File: config.mk
export PLATFORM = sky130hd
export DESIGN_NAME = sca_stat_access
export DESIGN_NICKNAME = d
export VERILOG_FILES = /design/src/logic/sca_pkg.sv /design/src/logic/sca_flag_if.sv /design/src/logic/sca_stat_access.sv /design/src/logic/sca_sticky.sv
export SDC_FILE = /design/constraint.sdc
export NUM_CORES = 1
export LEC_CHECK = 0
export BUFFER_PORTS_ARGS = -buffer_cell sky130_fd_sc_hd__clkbuf_2
export CAP_MARGIN = 20
export CORE_MARGIN = 8
export CORE_UTILIZATION = 40
export CTS_BUF_LIST = sky130_fd_sc_hd__clkbuf_16
export CTS_CLUSTER_SIZE = 20
export DETAILED_ROUTE_END_ITERATION = 8
export PLACE_DENSITY = 0.68
export SLEW_MARGIN = 20
export SYNTH_ARGS = -nofsm -noshare
export SYNTH_HDL_FRONTEND = slang
export SYNTH_SLANG_ARGS = --single-unit
File: constraint.sdc
create_clock -name clock_in -period 3.76 [get_ports clock_in]
set_clock_uncertainty 0.05 [all_clocks]
set_input_delay 1.128 -clock clock_in [delete_from_list [all_inputs] [get_ports clock_in]]
set_output_delay 1.128 -clock clock_in [all_outputs]
set_load 0.01 [all_outputs]
File: src/logic/sca_pkg.sv
package sca_pkg;

	// ==========================================================
	// Geometry
	localparam int unsigned PORTS = 26;
	localparam int unsigned DATA_W = 32;
	localparam int unsigned ADDR_W = 8;
	localparam int unsigned IDX_W = 8;

	// ==========================================================
	// Register offsets
	localparam logic [ADDR_W-1:0] OFS_TX_LEN_OVF = 8'h11;
	localparam logic [ADDR_W-1:0] OFS_ERR_OVF = 8'h12;
	localparam logic [ADDR_W-1:0] OFS_COL_OVF = 8'h13;
	localparam logic [ADDR_W-1:0] OFS_CLR_CMD = 8'h14;
	localparam logic [ADDR_W-1:0] OFS_RD_CTRL = 8'h15;
	localparam logic [ADDR_W-1:0] OFS_RD_RESULT = 8'h16;

	// ==========================================================
	// Field positions
	localparam int unsigned CLR_SEL_LSB = 0;
	localparam int unsigned CLR_BUSY_BIT = 26;
	localparam int unsigned RD_IDX_LSB = 0;
	localparam int unsigned RD_BUSY_BIT = 8;

	// ==========================================================
	// Values after reset
	localparam logic [PORTS-1:0] FLAGS_RST = 26'h0000000;
	localparam logic [PORTS-1:0] CLR_SEL_RST = 26'h0000000;
	localparam logic [IDX_W-1:0] RD_IDX_RST = 8'h00;
	localparam logic [DATA_W-1:0] RESULT_RST = 32'h00000000;
	localparam logic [DATA_W-1:0] RDATA_RST = 32'h00000000;

	// ==========================================================
	// State machines
	typedef enum logic [1:0] {
		CLR_IDLE = 2'b01,
		CLR_RUN = 2'b10
	} sca_clr_state_type;

	typedef enum logic [1:0] {
		RD_IDLE = 2'b01,
		RD_FETCH = 2'b10
	} sca_rd_state_type;

endpackage

File: src/logic/sca_flag_if.sv
`timescale 1ns/1ns
interface sca_flag_if #(
	parameter int unsigned WIDTH = 26
);
	logic ce;
	logic [WIDTH-1:0] set;
	logic rd_clr;
	logic [WIDTH-1:0] flags;

	modport owner (
		input ce,
		input set,
		input rd_clr,
		output flags
	);

	modport user (
		output ce,
		output set,
		output rd_clr,
		input flags
	);
endinterface

File: src/logic/sca_stat_access.sv
`timescale 1ns/1ns
module sca_stat_access (
	input wire logic clock_in, // Core clock, 25 MHz
	input wire logic arst_n_in, // Async reset, active low
	input wire logic ce_in, // Clock enable, freezes all state when low
	input wire logic [sca_pkg::ADDR_W-1:0] addr_in, // Register address
	input wire logic [sca_pkg::DATA_W-1:0] wdata_in, // Write data
	input wire logic wr_in, // Write strobe
	input wire logic rd_in, // Read strobe
	output logic [sca_pkg::DATA_W-1:0] rdata_out, // Read data, cycle after strobe
	input wire logic [sca_pkg::PORTS-1:0] tx_len_ovf_in, // Tx byte counter wrapped, pulse
	input wire logic [sca_pkg::PORTS-1:0] err_ovf_in, // Error counter wrapped, pulse
	input wire logic [sca_pkg::PORTS-1:0] col_ovf_in, // Collision counter wrapped, pulse
	output logic clr_req_out, // Clear request to counters, level
	output logic [sca_pkg::PORTS-1:0] clr_sel_out, // Ports to clear
	input wire logic clr_done_in, // Counters finished clearing
	output logic cnt_req_out, // Indirect fetch request, level
	output logic [sca_pkg::IDX_W-1:0] cnt_index_out, // Counter index to fetch
	input wire logic [sca_pkg::DATA_W-1:0] cnt_value_in, // Fetched counter value
	input wire logic cnt_valid_in // Fetched value valid
);
	// ==========================================================
	// Declarations
	sca_pkg::sca_clr_state_type clr_state_r;
	sca_pkg::sca_clr_state_type clr_state_nxt;
	sca_pkg::sca_rd_state_type rd_state_r;
	sca_pkg::sca_rd_state_type rd_state_nxt;
	logic [sca_pkg::PORTS-1:0] clr_sel_r;
	logic [sca_pkg::IDX_W-1:0] rd_idx_r;
	logic [sca_pkg::DATA_W-1:0] result_r;
	logic [sca_pkg::DATA_W-1:0] rdata_r;
	logic [sca_pkg::DATA_W-1:0] rdata_nxt;
	logic [sca_pkg::DATA_W-1:0] tx_view;
	logic [sca_pkg::DATA_W-1:0] err_view;
	logic [sca_pkg::DATA_W-1:0] col_view;
	logic [sca_pkg::DATA_W-1:0] clr_cmd_view;
	logic [sca_pkg::DATA_W-1:0] rd_ctrl_view;
	logic clr_busy;
	logic rd_busy;
	logic units_idle;
	logic wr_clr;
	logic wr_rd;
	logic clr_start;
	logic rd_start;
	logic clr_finish;
	logic rd_finish;

	sca_flag_if #(.WIDTH(sca_pkg::PORTS)) tx_if ();
	sca_flag_if #(.WIDTH(sca_pkg::PORTS)) err_if ();
	sca_flag_if #(.WIDTH(sca_pkg::PORTS)) col_if ();

	// ==========================================================
	// Overflow flags
	// Events come from counter logic on this clock, so no synchroniser
	assign tx_if.ce = ce_in;
	assign tx_if.set = tx_len_ovf_in;
	assign tx_if.rd_clr = rd_in && (addr_in == sca_pkg::OFS_TX_LEN_OVF);

	assign err_if.ce = ce_in;
	assign err_if.set = err_ovf_in;
	assign err_if.rd_clr = rd_in && (addr_in == sca_pkg::OFS_ERR_OVF);

	assign col_if.ce = ce_in;
	assign col_if.set = col_ovf_in;
	assign col_if.rd_clr = rd_in && (addr_in == sca_pkg::OFS_COL_OVF);

	sca_sticky #(
		.WIDTH(sca_pkg::PORTS)
	) u_tx_flags (
		.clock_in(clock_in),
		.arst_n_in(arst_n_in),
		.fl(tx_if.owner)
	);

	sca_sticky #(
		.WIDTH(sca_pkg::PORTS)
	) u_err_flags (
		.clock_in(clock_in),
		.arst_n_in(arst_n_in),
		.fl(err_if.owner)
	);

	sca_sticky #(
		.WIDTH(sca_pkg::PORTS)
	) u_col_flags (
		.clock_in(clock_in),
		.arst_n_in(arst_n_in),
		.fl(col_if.owner)
	);

	// ==========================================================
	// Command decode
	assign clr_busy = (clr_state_r == sca_pkg::CLR_RUN);
	assign rd_busy = (rd_state_r == sca_pkg::RD_FETCH);
	// Clear and fetch exclude each other so counters see one job at a time
	assign units_idle = !clr_busy && !rd_busy;
	assign wr_clr = wr_in && (addr_in == sca_pkg::OFS_CLR_CMD) && units_idle;
	assign wr_rd = wr_in && (addr_in == sca_pkg::OFS_RD_CTRL) && units_idle;
	// Writes to flag and result offsets decode to nothing and are dropped
	assign clr_start = wr_clr && wdata_in[sca_pkg::CLR_BUSY_BIT];
	assign rd_start = wr_rd && wdata_in[sca_pkg::RD_BUSY_BIT];
	assign clr_finish = clr_busy && clr_done_in;
	assign rd_finish = rd_busy && cnt_valid_in;

	// ==========================================================
	// Port clear sequencer
	// Counter logic does the clearing, this side only hands over the job
	always_comb begin
		clr_state_nxt = clr_state_r;
		unique case (clr_state_r)
			sca_pkg::CLR_IDLE: begin
				if (clr_start) begin
					clr_state_nxt = sca_pkg::CLR_RUN;
				end
			end
			sca_pkg::CLR_RUN: begin
				if (clr_done_in) begin
					clr_state_nxt = sca_pkg::CLR_IDLE;
				end
			end
			default: begin
				clr_state_nxt = sca_pkg::CLR_IDLE;
			end
		endcase
	end

	always_ff @(posedge clock_in or negedge arst_n_in) begin
		if (!arst_n_in) begin
			clr_state_r <= sca_pkg::CLR_IDLE;
		end else if (ce_in) begin
			clr_state_r <= clr_state_nxt;
		end
	end

	// Selection is kept after completion so software can read it back
	always_ff @(posedge clock_in or negedge arst_n_in) begin
		if (!arst_n_in) begin
			clr_sel_r <= sca_pkg::CLR_SEL_RST;
		end else if (ce_in && wr_clr) begin
			clr_sel_r <= wdata_in[sca_pkg::CLR_SEL_LSB +: sca_pkg::PORTS];
		end
	end

	always_ff @(posedge clock_in or negedge arst_n_in) begin
		if (!arst_n_in) begin
			clr_req_out <= 1'b0;
		end else if (ce_in) begin
			if (clr_start) begin
				clr_req_out <= 1'b1;
			end else if (clr_finish) begin
				clr_req_out <= 1'b0;
			end
		end
	end

	always_ff @(posedge clock_in or negedge arst_n_in) begin
		if (!arst_n_in) begin
			clr_sel_out <= sca_pkg::CLR_SEL_RST;
		end else if (ce_in && clr_start) begin
			clr_sel_out <= wdata_in[sca_pkg::CLR_SEL_LSB +: sca_pkg::PORTS];
		end
	end

	// ==========================================================
	// Indirect counter read
	always_comb begin
		rd_state_nxt = rd_state_r;
		unique case (rd_state_r)
			sca_pkg::RD_IDLE: begin
				if (rd_start) begin
					rd_state_nxt = sca_pkg::RD_FETCH;
				end
			end
			sca_pkg::RD_FETCH: begin
				if (cnt_valid_in) begin
					rd_state_nxt = sca_pkg::RD_IDLE;
				end
			end
			default: begin
				rd_state_nxt = sca_pkg::RD_IDLE;
			end
		endcase
	end

	always_ff @(posedge clock_in or negedge arst_n_in) begin
		if (!arst_n_in) begin
			rd_state_r <= sca_pkg::RD_IDLE;
		end else if (ce_in) begin
			rd_state_r <= rd_state_nxt;
		end
	end

	always_ff @(posedge clock_in or negedge arst_n_in) begin
		if (!arst_n_in) begin
			rd_idx_r <= sca_pkg::RD_IDX_RST;
		end else if (ce_in && wr_rd) begin
			rd_idx_r <= wdata_in[sca_pkg::RD_IDX_LSB +: sca_pkg::IDX_W];
		end
	end

	always_ff @(posedge clock_in or negedge arst_n_in) begin
		if (!arst_n_in) begin
			cnt_req_out <= 1'b0;
		end else if (ce_in) begin
			if (rd_start) begin
				cnt_req_out <= 1'b1;
			end else if (rd_finish) begin
				cnt_req_out <= 1'b0;
			end
		end
	end

	always_ff @(posedge clock_in or negedge arst_n_in) begin
		if (!arst_n_in) begin
			cnt_index_out <= sca_pkg::RD_IDX_RST;
		end else if (ce_in && rd_start) begin
			cnt_index_out <= wdata_in[sca_pkg::RD_IDX_LSB +: sca_pkg::IDX_W];
		end
	end

	// Result and busy drop update on the same edge, so a poll never sees stale data
	always_ff @(posedge clock_in or negedge arst_n_in) begin
		if (!arst_n_in) begin
			result_r <= sca_pkg::RESULT_RST;
		end else if (ce_in && rd_finish) begin
			result_r <= cnt_value_in;
		end
	end

	// ==========================================================
	// Register views
	// Spare bits above each field read as zero
	assign tx_view = sca_pkg::DATA_W'(tx_if.flags);
	assign err_view = sca_pkg::DATA_W'(err_if.flags);
	assign col_view = sca_pkg::DATA_W'(col_if.flags);

	always_comb begin
		clr_cmd_view = sca_pkg::RDATA_RST;
		clr_cmd_view[sca_pkg::CLR_SEL_LSB +: sca_pkg::PORTS] = clr_sel_r;
		clr_cmd_view[sca_pkg::CLR_BUSY_BIT] = clr_busy;
	end

	always_comb begin
		rd_ctrl_view = sca_pkg::RDATA_RST;
		rd_ctrl_view[sca_pkg::RD_IDX_LSB +: sca_pkg::IDX_W] = rd_idx_r;
		rd_ctrl_view[sca_pkg::RD_BUSY_BIT] = rd_busy;
	end

	// ==========================================================
	// Read data
	// Data only stand in the cycle after the strobe, zero otherwise
	always_comb begin
		rdata_nxt = sca_pkg::RDATA_RST;
		if (rd_in) begin
			unique case (addr_in)
				sca_pkg::OFS_TX_LEN_OVF: begin
					rdata_nxt = tx_view;
				end
				sca_pkg::OFS_ERR_OVF: begin
					rdata_nxt = err_view;
				end
				sca_pkg::OFS_COL_OVF: begin
					rdata_nxt = col_view;
				end
				sca_pkg::OFS_CLR_CMD: begin
					rdata_nxt = clr_cmd_view;
				end
				sca_pkg::OFS_RD_CTRL: begin
					rdata_nxt = rd_ctrl_view;
				end
				sca_pkg::OFS_RD_RESULT: begin
					rdata_nxt = result_r;
				end
				default: begin
					rdata_nxt = sca_pkg::RDATA_RST;
				end
			endcase
		end
	end

	always_ff @(posedge clock_in or negedge arst_n_in) begin
		if (!arst_n_in) begin
			rdata_r <= sca_pkg::RDATA_RST;
		end else if (ce_in) begin
			rdata_r <= rdata_nxt;
		end
	end

	assign rdata_out = rdata_r;
endmodule

File: src/logic/sca_sticky.sv
`timescale 1ns/1ns
module sca_sticky #(
	parameter int unsigned WIDTH = 26
) (
	input wire logic clock_in, // Core clock
	input wire logic arst_n_in, // Async reset, active low
	sca_flag_if.owner fl // Set, read-clear and flag vector
);
	logic [WIDTH-1:0] flags_r;
	logic [WIDTH-1:0] flags_nxt;

	// ==========================================================
	// Clear on read, set wins over the clear
	always_comb begin
		flags_nxt = flags_r;
		if (fl.rd_clr) begin
			flags_nxt = '0;
		end
		flags_nxt = flags_nxt | fl.set;
	end

	always_ff @(posedge clock_in or negedge arst_n_in) begin
		if (!arst_n_in) begin
			flags_r <= WIDTH'(sca_pkg::FLAGS_RST);
		end else if (fl.ce) begin
			flags_r <= flags_nxt;
		end
	end

	assign fl.flags = flags_r;
endmodule

==> summary.txt, run 1 <==
STA
  – RSZ-0062 raised after global routing: no
  – Final Hold Viols: 0
  – Sum Neg Setup Slack: 0 ns
  – Slew HR: 37.7%
  – Tmin final: 2.78 ns
  – Top achievable clock speed: ~360 MHz
  – Final setup margin: 0.975 ns
  – # setup viols final: 0
  – Slew @ Worst Pin: 0.934 ns
  – Final Max Tran Viols: 0
  – Fraction of the cycle the final worst path needs: 74.1%

Synthesis
  – Syn nets: ~790
  – Syn Area/Cell: 14.1 um2
  – Cell variety after synth: 43
  – #FFs+latches synth: 216
  – Ys Warns: 0
  – Sequential-to-total area share from yosys stat: 61.0%
  – Post-Synthesis Cells: 629
  – Post-Syn Area: 8870 um2
  – Dominant synthesized flop cell: dfrtp_1
  – Ys async rst share: 100%
  – Post-synth EDFFs: 0

Final layout
  – # fillers: 1962
  – Commonest non-fill, non-tap cell in the layout: clkbuf_2
  – Area of the multi-input gates: 3230 um2
  – Share of cells above drive strength 1: between 40% and 50%
  – Most frequent cells in the layout: clkbuf_2 (217), dfrtp_1 (214), mux2_2 (90)
  – Final core occ: 50.8%
  – Final nets: 1006
  – Sequential cell area: 5410 um2
  – Area delta synth->final: 25.1%
  – Final Non-Filler Cells: 1148

Floorplanning
  – Row cnt: 54
  – I/O pins: 225
  – Die W: 165 um
  – Core ar.: 21800 um2
  – Initial Util: roughly two fifths
  – Die ar.: 27200 um2
  – Die H: 165 um

Setup path
  – CP Data Arrival Time: 3.11 ns
  – CP required: 4.08 ns
  – CP startpoint kind: input port
  – CP max FO: 27
  – Worst setup EP type: register
  – Crit path kind: in2reg

Drt
  – 1st-pass router iterations: 5
  – Via count: roughly 6300
  – Drt total wl: around 26000 um
  – WL/cell: 22.3 um
  – Initial DRC count: 450
  – Routed Antenna Nets: 0
  – DRC Markers: 0
  – Vias per cell: 5.53

CTS
  – H-tree Lvls: 1
  – Clock latency on the worst-skew pair: 0.51 ns
  – Root buffer cell: clkbuf_16
  – Post-CTS Resized: 0
  – Setup Buffers After CTS: 0
  – CTS tree: yes
  – CTS Buf Count: 25
  – Worst-path clk slew: 0.06 ns
  – Post-CTS Hold Fix Bufs: 0
  – Clock buffer depth: 3
  – Num Clock Sinks: 216

Global route
  – Largest net degree at the start of global routing: 88
  – Grt total ovfl: 0
  – Vias in the first global route: 6704
  – GRT Total Usage: around 18%
  – First-pass GRT wire length: 38900 um
  – Initial antenna violation count: 4

Outcome
  – Status: complete, no violations

Power
  – Max VDD drop: roughly 0.26 mV
  – Power Density: around 440 nW/um2
  – Static Leak: 5.62 nW

Placement
  – Final GP Congestion: 0.848
  – Detailed placer's ending HPWL: about 18000 um
  – Setup slack at placement: 0.452 ns
  – Placed cells: ~1100
  – Number of port buffers: 219

Min path
  – Min-Delay Path Class: reg2reg

Job
  – Max-cap violations: 0
## through the flow
step                      power (mW)  hold slack, ns  area (um2)
final                           4.91           0.426       11100
after global routing            5.10           0.456       11100
after CTS                       4.97           0.433       11100
after detailed placement        2.74           0.419       10300
after global placement          2.74           0.411       10300
after floorplan                 2.54           0.407        8870
## layout make-up
cell class | instances | share of cell area [%]
tap | 280 | 3.16
clock inverter | 20 | 1.09
inverter | 8 | 0.271
multi-input combinational | 355 | 29.1
timing repair buffer | 243 | 11.9
antenna | 1 | 0.0226
clock buffer | 25 | 5.64
sequential | 216 | 48.8
## layer usage
metal / track usage [%] / wire (um)
met5: 0 / 46
met4: 3.44 / 408
met3: 5.13 / 2310
met2: 29.3 / 11900
met1: 25.1 / 11000
## critical path, stage by stage
cell and delay (ns):
clkbuf_2 0.10, nor4b_4 0.33, nand3b_1 0.31, or4b_1 0.58
buf_4 0.28, mux2_1 0.36
## cells by family after synthesis
logic type / share of synthesized area [%]
simple gates: 3.49
buf+inv: 2.70
compound gates: 17.4
flops: 61.0
mux: 15.4
## worst paths after layout
kind	start	end	slack (ns)	cells past startpoint
worst max-delay path	addr_in[7]	clr_sel_out[19]	0.98	6
worst max register to register	rd_state_r[0]	clr_sel_out[19]	1.46	5
min in group asynchronous	arst_n_in	clr_sel_r[22]	0.60	1
worst min-delay path	cnt_req_out	cnt_req_out	0.43	1
max in group asynchronous	arst_n_in	cnt_index_out[1]	2.28	2
worst min register to register	cnt_req_out	cnt_req_out	0.43	1
## Yosys cell counts, types with 10 or more instances
library cell  count  area [um2]
mux2_1           19         214
clkbuf_1         38         143
o21ai_0          12        60.1
dfrtp_1         214        5360
mux2i_1          14         140
a221o_1          19         190
a211oi_1         10        75.1
mux2_2           90        1010
a22o_1           83         727
a22oi_1          17         128
a221oi_1         27         236
## sequential cells by signal (all words and copies together), names as in the netlist, 8 cells and up
register and count:
result_r 32, u_col_flags.fl.flags 26, clr_sel_r 26, rdata_out 32, u_err_flags.fl.flags 26, rd_idx_r 8
u_tx_flags.fl.flags 26, cnt_index_out 8, clr_sel_out 26
## where the power goes
| part | switching, mW | internal [mW] |
|---|---|---|
| Clock | 0.946 | 1.27 |
| Sequential | 0.0185 | 2.36 |
| Combinational | 0.182 | 0.129 |
| Total | 1.15 | 3.76 |
(Power assumes the default switching activity.)
==> inputs of run 2 (changes only) <==
- PLACE_DENSITY: 0.68 -> 0.7
- clock period: 3.76 -> 2.4 ns (I/O delays scaled with it)
==> summary.txt, run 2 (synthesis gave the netlist of run 1 again) <==
CTS
  – Clock latency on the worst-skew pair: 0.50 ns
  – Post-CTS Hold Fix Bufs: 0
  – H-tree Lvls: 1
  – Setup Buffers After CTS: 0
  – CTS tree: yes
  – Root buffer cell: clkbuf_16
  – Worst-path clk slew: about 0.060 ns
  – CTS Buf Count: 24
  – Post-CTS Resized: 0
  – Clock buffer depth: 3
  – Num Clock Sinks: 216

Power
  – Static Leak: 5.82 nW
  – Max VDD drop: 0.615 mV
  – Power Density: 676 nW/um2

Floorplanning
  – Row cnt: 54
  – Die ar.: 27200 um2
  – Initial Util: 40.6%
  – Die H: around 160 um
  – Core ar.: 21800 um2
  – Die W: 165 um
  – I/O pins: 225

Global route
  – Vias in the first global route: 7030
  – GRT Total Usage: 19.1%
  – Initial antenna violation count: 4
  – First-pass GRT wire length: around 40000 um
  – Grt total ovfl: 0
  – Largest net degree at the start of global routing: approximately 60

Placement
  – Final GP Congestion: 0.845
  – Detailed placer's ending HPWL: between 15000 and 20000 um
  – Placed cells: 1134
  – Setup slack at placement: -0.212 ns
  – Number of port buffers: approximately 220

STA
  – Final Max Tran Viols: 0
  – Final setup margin: 0.288 ns
  – Slew HR: slightly below 60%
  – Tmin final: ~2.1 ns
  – RSZ-0062 raised after global routing: no
  – Final Hold Viols: 0
  – # setup viols final: 0
  – Fraction of the cycle the final worst path needs: 88.0%
  – Slew @ Worst Pin: 0.621 ns
  – Hold_ws: 0.100 ns
  – Sum Neg Setup Slack: 0 ns
  – Top achievable clock speed: 473 MHz

Final layout
  – Antenna diode count: 0
  – Commonest non-fill, non-tap cell in the layout: clkbuf_2
  – Final nets: ~1000
  – Most frequent cells in the layout: clkbuf_2 (217), dfrtp_1 (214), a22o_1 (83)
  – Final Non-Filler Cells: 1176
  – Area delta synth->final: 29.5%
  – Share of cells above drive strength 1: a little under half

Setup path
  – CP max FO: 27
  – CP required: roughly 2.7 ns
  – CP Data Arrival Time: 2.45 ns
  – Crit path kind: in2reg
  – Worst setup EP type: register
  – CP startpoint kind: input port

Drt
  – DRC Markers: 0
  – Initial DRC count: about 530
  – WL/cell: ~22 um
  – 1st-pass router iterations: 5
  – Drt total wl: 26000 um
  – Via count: 6485
  – Vias per cell: 5.51
  – Routed Antenna Nets: 0

Job
  – Max-cap violations: 0

Outcome
  – Status: complete, no violations

Min path
  – Min-Delay Path Class: in2async
-- run 2: cell count changes in the layout (fill, tap and decap cells not counted), moves of 7 or more --
cell and change:
buf_4 +25, mux2_2 -17, mux2_4 +17, buf_12 +7
-- run 2: critical path, stage by stage --
cell and delay (ns):
clkbuf_2 0.10, nor4b_4 0.28, nand3b_1 0.20, or4b_1 0.60
buf_12 0.21, mux2_1 0.33
-- run 2: per-layer routing --
layer / GRT usage (%) / vias to the layer above / share of wire, %
met3: 4.99 / 42 / 8.6
met5: 0 / - / 0.19
li1: - / 2934 / -
met2: 31.1 / 278 / 47
met1: 25.0 / 3223 / 42
met4: 4.63 / 8 / 1.9
-- run 2: layout make-up --
cell class,instances,area (um2)
clock buffers,25,626
clock inverters,17,121
fillers,1863,10300
inverters,8,30.0
multi-input cells,355,3290
flip-flops and latches,216,5410
well taps,280,350
repair buffers,275,1650
-- run 2: worst paths after layout --
kind / startpoint / end / slack [ns] / depth (start not counted)
max reg2reg: rd_state_r[0] / clr_sel_r[24] / 0.29 / 6
min reg2reg: cnt_req_out / cnt_req_out / 0.43 / 1
max: addr_in[3] / clr_sel_out[22] / 0.29 / 6
max in group asynchronous: arst_n_in / clr_sel_out[1] / 1.55 / 2
min: arst_n_in / clr_sel_r[20] / 0.10 / 1
min in group clock_in: wdata_in[26] / clr_state_r[0] / 0.38 / 2
-- run 2: power by group --
part / internal (mW) / switching (mW)
sequential: 3.70 / 0.0309
combinational: 0.236 / 0.293
clock: 2.08 / 1.42
-- run 2: through the flow --
stage	area, um2	power (mW)	util (%)
2_1_floorplan	8950	3.98	-
3_3_place_gp	10700	4.32	49.2
3_5_place_dp	10700	4.33	49.2
4_1_cts	11500	7.85	52.6
5_1_grt	11500	8.06	52.6
6_report	11500	7.76	52.6
